[config.mk]
export PLATFORM = sky130hd
export DESIGN_NAME = even_halfword_vector_mac
export DESIGN_NICKNAME = d
export VERILOG_FILES = /design/src/shared/mac_pkg.sv /design/src/core/even_halfword_vector_mac.sv
export SDC_FILE = /design/constraint.sdc
export NUM_CORES = 2
export LEC_CHECK = 0
export BUFFER_PORTS_ARGS = -buffer_cell sky130_fd_sc_hd__clkbuf_2
export CAP_MARGIN = 25
export CORE_ASPECT_RATIO = 1.1
export CORE_MARGIN = 2
export CORE_UTILIZATION = 50
export DETAILED_ROUTE_END_ITERATION = 16
export HOLD_SLACK_MARGIN = 0.12
export PLACE_DENSITY = 0.69
export SYNTH_ARGS = -nofsm -noshare
export SYNTH_HDL_FRONTEND = slang
export SYNTH_SLANG_ARGS = --single-unit
[constraint.sdc]
create_clock -name mclk_i -period 15.5 [get_ports mclk_i]
set_clock_uncertainty 0.1 [all_clocks]
set_input_delay 2.325 -clock mclk_i [delete_from_list [all_inputs] [get_ports mclk_i]]
set_output_delay 2.325 -clock mclk_i [all_outputs]
set_load 0.005 [all_outputs]
[src/shared/mac_pkg.sv]
// Function
// RULE1: Fractional saturating forms shift each 32-bit even halfword product left by one.
// RULE2: Two minus-one fraction inputs clamp the product to most positive, counted as overflow.
// RULE3: Saturating add-accumulate gives 0x7fffffff or 0x80000000 on overflow, else low 32 bits.
// RULE4: Saturating negative-accumulate subtracts product from accumulator word, saturating.
// RULE5: Every accumulate form writes the final word to the accumulator and destination words.
// RULE6: Fractional forms flag word overflow when clamp or accumulation saturated.
// RULE7: Integer saturating add-accumulate does not shift and flags only addition overflow.
// RULE8: Integer negative-accumulate records subtraction overflow in word and summary flags.
// RULE9: Unsigned modulo multiply places the two 32-bit even products in the destination words.
// RULE10: The to-accumulator unsigned multiply also copies the 64-bit result to the accumulator.
// RULE11: Unsigned modulo add-accumulate keeps the low 32 bits of a 33-bit sum, unsaturated.
// RULE12: Unsigned modulo negative-accumulate keeps the low 32 bits of a 33-bit difference.
// RULE13: Unsigned modulo add-accumulate decodes from primary opcode 4, extended 101 0000 1000.
// RULE14: Multiply and accumulate run independently on high and low words, in order per word.
// RULE15: Word overflow flags take the current overflow, also ORed into sticky summary flags.
// RULE16: Modulo forms leave the vector status register unchanged.
package mac_pkg;
    localparam logic [7:0] ADDR_SRCA_LO = 8'h00;
    localparam logic [7:0] ADDR_SRCA_HI = 8'h04;
    localparam logic [7:0] ADDR_SRCB_LO = 8'h08;
    localparam logic [7:0] ADDR_SRCB_HI = 8'h0c;
    localparam logic [7:0] ADDR_INSTR = 8'h10;
    localparam logic [7:0] ADDR_DEST_LO = 8'h14;
    localparam logic [7:0] ADDR_DEST_HI = 8'h18;
    localparam logic [7:0] ADDR_ACC_LO = 8'h1c;
    localparam logic [7:0] ADDR_ACC_HI = 8'h20;
    localparam logic [7:0] ADDR_VSTAT = 8'h24;
    localparam logic [7:0] ADDR_IRQ_STAT = 8'h28;
    localparam logic [7:0] ADDR_IRQ_MASK = 8'h2c;

    localparam logic [5:0] PRIMARY_OP = 6'h04;
    localparam logic [10:0] XO_SF_AAW = 11'h503;
    localparam logic [10:0] XO_SF_ANW = 11'h583;
    localparam logic [10:0] XO_SI_AAW = 11'h501;
    localparam logic [10:0] XO_SI_ANW = 11'h581;
    localparam logic [10:0] XO_UM_I = 11'h408;
    localparam logic [10:0] XO_UM_IA = 11'h428;
    localparam logic [10:0] XO_UM_IAAW = 11'h508;
    localparam logic [10:0] XO_UM_IANW = 11'h588;

    localparam int VS_OV = 0;
    localparam int VS_OVH = 1;
    localparam int VS_SOV = 2;
    localparam int VS_HIGH_WORD_STICKY_OVERFLOW = 3;
    localparam int IRQ_DONE = 0;
    localparam int IRQ_OVF = 1;
    localparam int IRQ_ILLEGAL = 2;

    localparam logic [31:0] SAT_POS = 32'h7fffffff;
    localparam logic [31:0] SAT_NEG = 32'h80000000;
    localparam logic [15:0] FRAC_MINUS_ONE = 16'h8000;
    localparam logic [31:0] WORD_RESET = 32'h00000000;
    localparam logic [3:0] VSTAT_RESET = 4'h0;
    localparam logic [2:0] IRQ_RESET = 3'h0;

    typedef enum logic [3:0] {
        OP_NONE, OP_SF_AAW, OP_SF_ANW, OP_SI_AAW, OP_SI_ANW,
        OP_UM_I, OP_UM_IA, OP_UM_IAAW, OP_UM_IANW
    } op_t;
endpackage : mac_pkg
[src/core/even_halfword_vector_mac.sv]
// The register addresses and register access over Wishbone were chosen for this implementation.
module even_halfword_vector_mac
    import mac_pkg::*;
(
    input wire logic mclk_i,
    input wire logic rst_i,
    input wire logic cyc_i,
    input wire logic stb_i,
    input wire logic we_i,
    input wire logic [7:0] adr_i,
    input wire logic [3:0] sel_i,
    input wire logic [31:0] dat_i,
    output logic [31:0] dat_o,
    output logic ack_o,
    output logic irq_o
);
    logic [63:0] source_a_reg;
    logic [63:0] source_b_reg;
    logic [63:0] dest_r;
    logic [63:0] accumulator_64;
    logic [31:0] instr_r;
    logic [3:0] vector_status_reg;
    logic [2:0] irq_stat_r;
    logic [2:0] irq_mask_r;
    logic ack_r;
    logic [31:0] dat_r;

    logic req;
    logic wr_req;
    logic exec;
    logic [31:0] wdat;
    op_t op;
    logic is_frac;
    logic is_sat;
    logic is_neg;
    logic is_acc;
    logic [31:0] res_w [2];
    logic ovf_w [2];
    logic clamp_w [2];

    function automatic logic [31:0] merge(input logic [31:0] old, input logic [31:0] nw,
                                          input logic [3:0] sel);
        logic [31:0] r;
        r = old;
        for (int i = 0; i < 4; i++) begin
            if (sel[i]) begin
                r[8*i +: 8] = nw[8*i +: 8];
            end
        end
        return r;
    endfunction : merge

    // Bus handshake: one wait state, ack drops the cycle after
    assign req = cyc_i && stb_i && !ack_r;
    assign wr_req = req && we_i;
    assign exec = wr_req && (adr_i == ADDR_INSTR);
    assign wdat = dat_i;
    assign ack_o = ack_r;
    assign dat_o = dat_r;
    assign irq_o = |(irq_stat_r & irq_mask_r);

    always_ff @(posedge mclk_i or posedge rst_i) begin
        if (rst_i) begin
            ack_r <= 1'b0;
        end else begin
            ack_r <= req;
        end
    end

    // Decode of the instruction word being written
    always_comb begin
        op = OP_NONE;
        if (dat_i[31:26] == PRIMARY_OP) begin
            case (dat_i[10:0])
                XO_SF_AAW: op = OP_SF_AAW;
                XO_SF_ANW: op = OP_SF_ANW;
                XO_SI_AAW: op = OP_SI_AAW;
                XO_SI_ANW: op = OP_SI_ANW;
                XO_UM_I: op = OP_UM_I;
                XO_UM_IA: op = OP_UM_IA;
                XO_UM_IAAW: op = OP_UM_IAAW; // see RULE13
                XO_UM_IANW: op = OP_UM_IANW;
                default: op = OP_NONE;
            endcase
        end
    end

    assign is_frac = (op == OP_SF_AAW) || (op == OP_SF_ANW);
    assign is_sat = is_frac || (op == OP_SI_AAW) || (op == OP_SI_ANW);
    assign is_neg = (op == OP_SF_ANW) || (op == OP_SI_ANW) || (op == OP_UM_IANW);
    assign is_acc = (op == OP_UM_IAAW) || (op == OP_UM_IANW);

    // Per-word datapath, word 1 is the high word
    for (genvar w = 0; w < 2; w++) begin : g_word // see RULE14
        logic signed [15:0] a_h;
        logic signed [15:0] b_h;
        logic signed [31:0] prod_s;
        logic [31:0] prod_u;
        logic [31:0] acc_w;
        logic [31:0] addend;
        logic [32:0] s_sum;
        logic [32:0] u_sum;
        logic aov;
        logic clamp;

        assign a_h = source_a_reg[32*w+16 +: 16];
        assign b_h = source_b_reg[32*w+16 +: 16];
        assign acc_w = accumulator_64[32*w +: 32];
        assign prod_s = a_h * b_h;
        assign prod_u = {16'h0000, a_h} * {16'h0000, b_h};
        assign clamp = (a_h == FRAC_MINUS_ONE) && (b_h == FRAC_MINUS_ONE); // see RULE2

        always_comb begin
            if (is_frac) begin
                addend = clamp ? SAT_POS : {prod_s[30:0], 1'b0}; // see RULE1
            end else begin
                addend = prod_s; // see RULE7
            end
        end

        always_comb begin
            if (is_neg) begin
                s_sum = {acc_w[31], acc_w} - {addend[31], addend}; // see RULE4
                u_sum = {1'b0, acc_w} - {1'b0, prod_u}; // see RULE12
            end else begin
                s_sum = {acc_w[31], acc_w} + {addend[31], addend}; // see RULE3
                u_sum = {1'b0, acc_w} + {1'b0, prod_u}; // see RULE11
            end
        end

        assign aov = s_sum[32] ^ s_sum[31];

        always_comb begin
            if (is_sat) begin
                if (aov) begin
                    res_w[w] = s_sum[32] ? SAT_NEG : SAT_POS; // see RULE3
                end else begin
                    res_w[w] = s_sum[31:0];
                end
            end else if (is_acc) begin
                res_w[w] = u_sum[31:0];
            end else begin
                res_w[w] = prod_u; // see RULE9
            end
        end

        assign ovf_w[w] = aov || (is_frac && clamp); // see RULE6
        assign clamp_w[w] = is_frac && clamp;
    end

    // Operand and instruction registers
    always_ff @(posedge mclk_i or posedge rst_i) begin
        if (rst_i) begin
            source_a_reg <= {WORD_RESET, WORD_RESET};
            source_b_reg <= {WORD_RESET, WORD_RESET};
            instr_r <= WORD_RESET;
        end else if (wr_req) begin
            case (adr_i)
                ADDR_SRCA_LO: source_a_reg[31:0] <= merge(source_a_reg[31:0], wdat, sel_i);
                ADDR_SRCA_HI: source_a_reg[63:32] <= merge(source_a_reg[63:32], wdat, sel_i);
                ADDR_SRCB_LO: source_b_reg[31:0] <= merge(source_b_reg[31:0], wdat, sel_i);
                ADDR_SRCB_HI: source_b_reg[63:32] <= merge(source_b_reg[63:32], wdat, sel_i);
                ADDR_INSTR: instr_r <= wdat;
                default: instr_r <= instr_r;
            endcase
        end
    end

    // Destination result, written by every valid instruction
    always_ff @(posedge mclk_i or posedge rst_i) begin
        if (rst_i) begin
            dest_r <= {WORD_RESET, WORD_RESET};
        end else if (exec && (op != OP_NONE)) begin
            dest_r <= {res_w[1], res_w[0]}; // see RULE5
        end
    end

    // Accumulator: software writes or instruction results
    always_ff @(posedge mclk_i or posedge rst_i) begin
        if (rst_i) begin
            accumulator_64 <= {WORD_RESET, WORD_RESET};
        end else if (exec && (op != OP_NONE) && (op != OP_UM_I)) begin
            accumulator_64 <= {res_w[1], res_w[0]}; // see RULE5, RULE10
        end else if (wr_req && (adr_i == ADDR_ACC_LO)) begin
            accumulator_64[31:0] <= merge(accumulator_64[31:0], wdat, sel_i);
        end else if (wr_req && (adr_i == ADDR_ACC_HI)) begin
            accumulator_64[63:32] <= merge(accumulator_64[63:32], wdat, sel_i);
        end
    end

    // Vector status: sticky bits clear on write-one, a new overflow wins
    always_ff @(posedge mclk_i or posedge rst_i) begin
        if (rst_i) begin
            vector_status_reg <= VSTAT_RESET;
        end else if (exec && is_sat) begin
            vector_status_reg[VS_OV] <= ovf_w[0]; // see RULE15, RULE8
            vector_status_reg[VS_OVH] <= ovf_w[1];
            vector_status_reg[VS_SOV] <= vector_status_reg[VS_SOV] | ovf_w[0];
            vector_status_reg[VS_HIGH_WORD_STICKY_OVERFLOW] <= vector_status_reg[VS_HIGH_WORD_STICKY_OVERFLOW] | ovf_w[1];
        end else if (wr_req && (adr_i == ADDR_VSTAT) && sel_i[0]) begin
            vector_status_reg[VS_SOV] <= vector_status_reg[VS_SOV] & ~wdat[VS_SOV];
            vector_status_reg[VS_HIGH_WORD_STICKY_OVERFLOW] <= vector_status_reg[VS_HIGH_WORD_STICKY_OVERFLOW] & ~wdat[VS_HIGH_WORD_STICKY_OVERFLOW];
        end
    end // modulo forms fall through unchanged: see RULE16

    // Interrupt status and mask
    always_ff @(posedge mclk_i or posedge rst_i) begin
        if (rst_i) begin
            irq_stat_r <= IRQ_RESET;
            irq_mask_r <= IRQ_RESET;
        end else begin
            if (wr_req && (adr_i == ADDR_IRQ_STAT) && sel_i[0]) begin
                irq_stat_r <= irq_stat_r & ~wdat[2:0];
            end else if (exec) begin
                irq_stat_r[IRQ_DONE] <= irq_stat_r[IRQ_DONE] | (op != OP_NONE);
                irq_stat_r[IRQ_OVF] <= irq_stat_r[IRQ_OVF] | (is_sat && (ovf_w[0] || ovf_w[1]));
                irq_stat_r[IRQ_ILLEGAL] <= irq_stat_r[IRQ_ILLEGAL] | (op == OP_NONE);
            end
            if (wr_req && (adr_i == ADDR_IRQ_MASK) && sel_i[0]) begin
                irq_mask_r <= wdat[2:0];
            end
        end
    end

    // Read data, captured with the ack
    always_ff @(posedge mclk_i or posedge rst_i) begin
        if (rst_i) begin
            dat_r <= WORD_RESET;
        end else if (req && !we_i) begin
            case (adr_i)
                ADDR_SRCA_LO: dat_r <= source_a_reg[31:0];
                ADDR_SRCA_HI: dat_r <= source_a_reg[63:32];
                ADDR_SRCB_LO: dat_r <= source_b_reg[31:0];
                ADDR_SRCB_HI: dat_r <= source_b_reg[63:32];
                ADDR_INSTR: dat_r <= instr_r;
                ADDR_DEST_LO: dat_r <= dest_r[31:0];
                ADDR_DEST_HI: dat_r <= dest_r[63:32];
                ADDR_ACC_LO: dat_r <= accumulator_64[31:0];
                ADDR_ACC_HI: dat_r <= accumulator_64[63:32];
                ADDR_VSTAT: dat_r <= {28'h0000000, vector_status_reg};
                ADDR_IRQ_STAT: dat_r <= {29'h0, irq_stat_r};
                ADDR_IRQ_MASK: dat_r <= {29'h0, irq_mask_r};
                default: dat_r <= WORD_RESET;
            endcase
        end
    end

    clamp_result_a: assert property ( // see RULE2
        @(posedge mclk_i) disable iff (rst_i)
        (exec && op == OP_SF_AAW && clamp_w[1] && accumulator_64[63:32] == WORD_RESET)
        |=> (dest_r[63:32] == SAT_POS) && vector_status_reg[VS_OVH])
        else $error("clamped product not saturated");

    add_sat_pos_a: assert property ( // see RULE3
        @(posedge mclk_i) disable iff (rst_i)
        (exec && op == OP_SI_AAW && accumulator_64[31:0] == SAT_POS
         && !source_a_reg[31] && !source_b_reg[31] && source_a_reg[30:16] != 15'h0000
         && source_b_reg[30:16] != 15'h0000)
        |=> dest_r[31:0] == SAT_POS && vector_status_reg[VS_OV])
        else $error("positive overflow not saturated");

    neg_sat_a: assert property ( // see RULE4
        @(posedge mclk_i) disable iff (rst_i)
        (exec && is_sat && is_neg && ovf_w[0] && !clamp_w[0])
        |=> dest_r[31:0] == SAT_NEG || dest_r[31:0] == SAT_POS)
        else $error("difference overflow not saturated");

    acc_dest_match_a: assert property ( // see RULE5
        @(posedge mclk_i) disable iff (rst_i)
        (exec && op != OP_NONE && op != OP_UM_I) |=> accumulator_64 == dest_r)
        else $error("accumulator and destination differ");

    sticky_or_a: assert property ( // see RULE15
        @(posedge mclk_i) disable iff (rst_i)
        (exec && is_sat && ovf_w[1])
        |=> vector_status_reg[VS_HIGH_WORD_STICKY_OVERFLOW] && vector_status_reg[VS_OVH]
            ##1 vector_status_reg[VS_HIGH_WORD_STICKY_OVERFLOW])
        else $error("sticky high overflow lost");

    modulo_status_a: assert property ( // see RULE16
        @(posedge mclk_i) disable iff (rst_i)
        (exec && !is_sat && op != OP_NONE) |=> $stable(vector_status_reg))
        else $error("modulo form altered status");

    umul_copy_a: assert property ( // see RULE10
        @(posedge mclk_i) disable iff (rst_i)
        (exec && op == OP_UM_IA) |=> accumulator_64 == dest_r
            && dest_r[31:0] == $past(source_a_reg[31:16]) * $past(source_b_reg[31:16]))
        else $error("unsigned product not copied");

    umul_keep_acc_a: assert property ( // see RULE9
        @(posedge mclk_i) disable iff (rst_i)
        (exec && op == OP_UM_I) |=> $stable(accumulator_64)
            && dest_r[63:32] == $past(source_a_reg[63:48]) * $past(source_b_reg[63:48]))
        else $error("plain multiply touched accumulator");

    mod_add_a: assert property ( // see RULE11
        @(posedge mclk_i) disable iff (rst_i)
        (exec && op == OP_UM_IAAW) |=> dest_r[31:0] == 32'($past(accumulator_64[31:0])
            + $past(source_a_reg[31:16]) * $past(source_b_reg[31:16])))
        else $error("modulo sum wrong");

    ack_pulse_a: assert property (
        @(posedge mclk_i) disable iff (rst_i)
        ack_o |=> !ack_o)
        else $error("ack held longer than one cycle");
endmodule : even_halfword_vector_mac

==> run metrics <==
CTS tree yes; yosys warns 0; total gr overflow 0; max-slew violations 0; slowest CP cell dfrtp_1; Vias about 50,000; unrepaired setup endpoints after global routing no; Placed Area 0.0583 sq mm; worst skew pair latency roughly 550 ps; Reg2Reg Depth 38; VDD IR max 0.0711 mV; Tcrit/Tclk final 78.9%; Worst path max stage delay 780 ps; post-DR vias/cell 6.26; H-tree lvl count 2; final setup fails 0; CTS buffer count 35; Critical Path End accumulator_64[16]; row count 129; Post-Syn Instances 6,562; Synth-to-Final Area Change 5.19%; clk buf depth 3; RD Place Congestion 1.01; min-delay src dest_r[6]; Worst Max-Slew Pin Slew 1230 ps; CTS Root Cell clkbuf_16; area share of the largest cell type after synthesis about a quarter; post-CTS sizing 0; final hold vios 0; core area 0.112 sq mm; post-route ant nets 0; worst min path class flop to flop; first-pass GRT wire length 302,000 microns; initial antenna violation count 9; Clk pin slew, worst setup/hold paths 60 ps; Worst Path Required 15,820 ps; post-synthesis instance area 0.0567 sq mm; Starting Density 50.4%; Hold Buf Count CTS 0; fin nets 7,655; most used cell along the critical path fa_1; Post-Place Cells between 7,000 and 8,000; Crit Path Max Fanout 20; Post-synth EDFFs 0; Die Span X 325 microns; die area 0.116 sq mm; commonest cells in the netlist 1,021 x inv_1, 736 x fa_1, 624 x nand2_1, 434 x ha_1, 359 x a21oi_1; Mapped Nets between 7,000 and 8,000; setup TNS 0 ps; Mapped Avg Cell Area about 8.6 sq um; DR DRC count 0; wirelength, routed 198,000 microns; Ports 83; DR iter-0 viols 5,847; Synth area leaders fa_1 26%, dfrtp_1 15%, ha_1 9.6%; postcts setup bufs 0; most frequent cell after synthesis inv_1; crit path launch source_b_reg[17]; flops & latches, synth ~330; final non-filler cell total 7,968; number of library cell types mapped by synthesis 104; min Tclk post-route 12,220 ps; aggregate global-route resource usage 34.0%; reg-to-reg setup timing slack 3280 ps; DR pass1 iterations 11; DP Wirelength 157,000 microns; Fillers roughly 11,000; Fmax approximately 0.082 GHz; vias in the first global route 50,500; Critical Path AT 12,540 ps; Slew HR 18.2%; clk sink count ~330; Wirelength per Cell 24.9 microns; Die Y between 300 and 400 microns; Port Buf Inserts just over 80; crit end category flop; design area 0.0596 sq mm; crit start category flop; Async SR Flop Fraction 100%; Reg-to-Reg End accumulator_64[16]; outcome complete, no violations; reg-to-reg startpoint source_b_reg[17]; critical path class flop to flop; largest net degree at the start of global routing 133; share of cells above drive strength 1 7.40%; dominant cell type by area after synthesis fa_1; maxcap violations 0; dominant synthesized flop cell dfrtp_1; PD cells 40.7 mW/mm^2; sequential area share after synthesis roughly 15%; Leak 30.1 nW
cells by family (layout without fill, tap and decap cells):
kind of cell	after synthesis	after routing	synth area share [%]
DFF	331	331	14.6
other	0	3	0
adders and majority gates	1171	1171	35.6
and+or+nand+nor	1778	1778	15.2
xor gates and xnor gates	325	325	5.02
muxes	182	182	3.60
buffers and inverters	1335	1232	8.96
AOI/OAI and AO/OA	1440	1440	17.0
how the worst min path moves through the flow:
stage / cells after the start / to / slack, ps
global route: 2 / source_a_reg[1] / 410
finish: 1 / dest_r[6] / 380
global placement: 2 / instr_r[27] / 360
floorplan: 2 / vector_status_reg[2] / 350
CTS: 1 / dest_r[6] / 380
detailed placement: 1 / dest_r[6] / 370
per-layer routing:
layer,global-route usage (%),part of all wire (%),up-vias
met2,55.1,45,2854
met3,6.53,11,654
met4,16.9,5.9,10
met5,0,0.033,-
met1,43.8,38,24600
li1,-,-,21700
critical path: cells and delay by family (launching register included):
| family | cells | cell delay, ps |
|---|---|---|
| flip-flops | 1 | 780 |
| XOR/XNOR | 3 | 770 |
| buffers and inverters | 5 | 480 |
| AND/OR/NAND/NOR | 6 | 2260 |
| adder cells (fa/ha/maj) | 8 | 4020 |
| AO/OA/AOI/OAI | 16 | 3660 |
cells in the final DEF (no fill, tap or decap), types with 41 or more instances in the layout:
cell type,n
inv_1,1020
fa_1,736
nand2_1,623
ha_1,434
a21oi_1,357
nor2_1,338
dfrtp_1,331
and2_1,266
o21ai_0,237
xnor2_1,187
mux2_2,175
xor2_1,138
nand3_1,109
a21o_1,94
a22oi_1,85
clkbuf_2,82
nor3_1,72
a31oi_1,71
buf_4,64
a211oi_1,61
o21a_1,57
nand2b_1,48
o22ai_1,47
o211ai_1,42
nand4_1,41
per-stage QoR:
step                util [%]  setup slack, ps  total power, W  hold WS [ps]
floorplan                  -             3910         0.00132           345
global placement        51.9             3800         0.00150           363
detailed placement      51.9             3550         0.00150           371
CTS                     52.9             3540         0.00240           384
global route            53.0             2780         0.00250           407
finish                  53.0             3280         0.00242           383
power breakdown:
| part | internal, W | total [W] | leakage, nW | switching (W) |
|---|---|---|---|---|
| registers | 0.000883 | 0.000921 | 4.56 | 0.0000376 |
| logic | 0.000205 | 0.000597 | 25.0 | 0.000392 |
| clock network | 0.000528 | 0.000907 | 0.588 | 0.000379 |
| total | 0.00162 | 0.00242 | 30.1 | 0.000809 |
cell type report:
cell class | count | area (sq um) | area share (%)
multi-input cells | 4896 | 43400 | 72.9
inverters | 1021 | 3840 | 6.44
flip-flops and latches | 331 | 8280 | 13.9
diodes | 3 | 7.51 | 0.0126
well taps | 1506 | 1880 | 3.16
clock buffers | 45 | 963 | 1.62
repair buffers | 151 | 971 | 1.63
clock inverters | 15 | 235 | 0.394
Power figures use the tool's default switching activity.
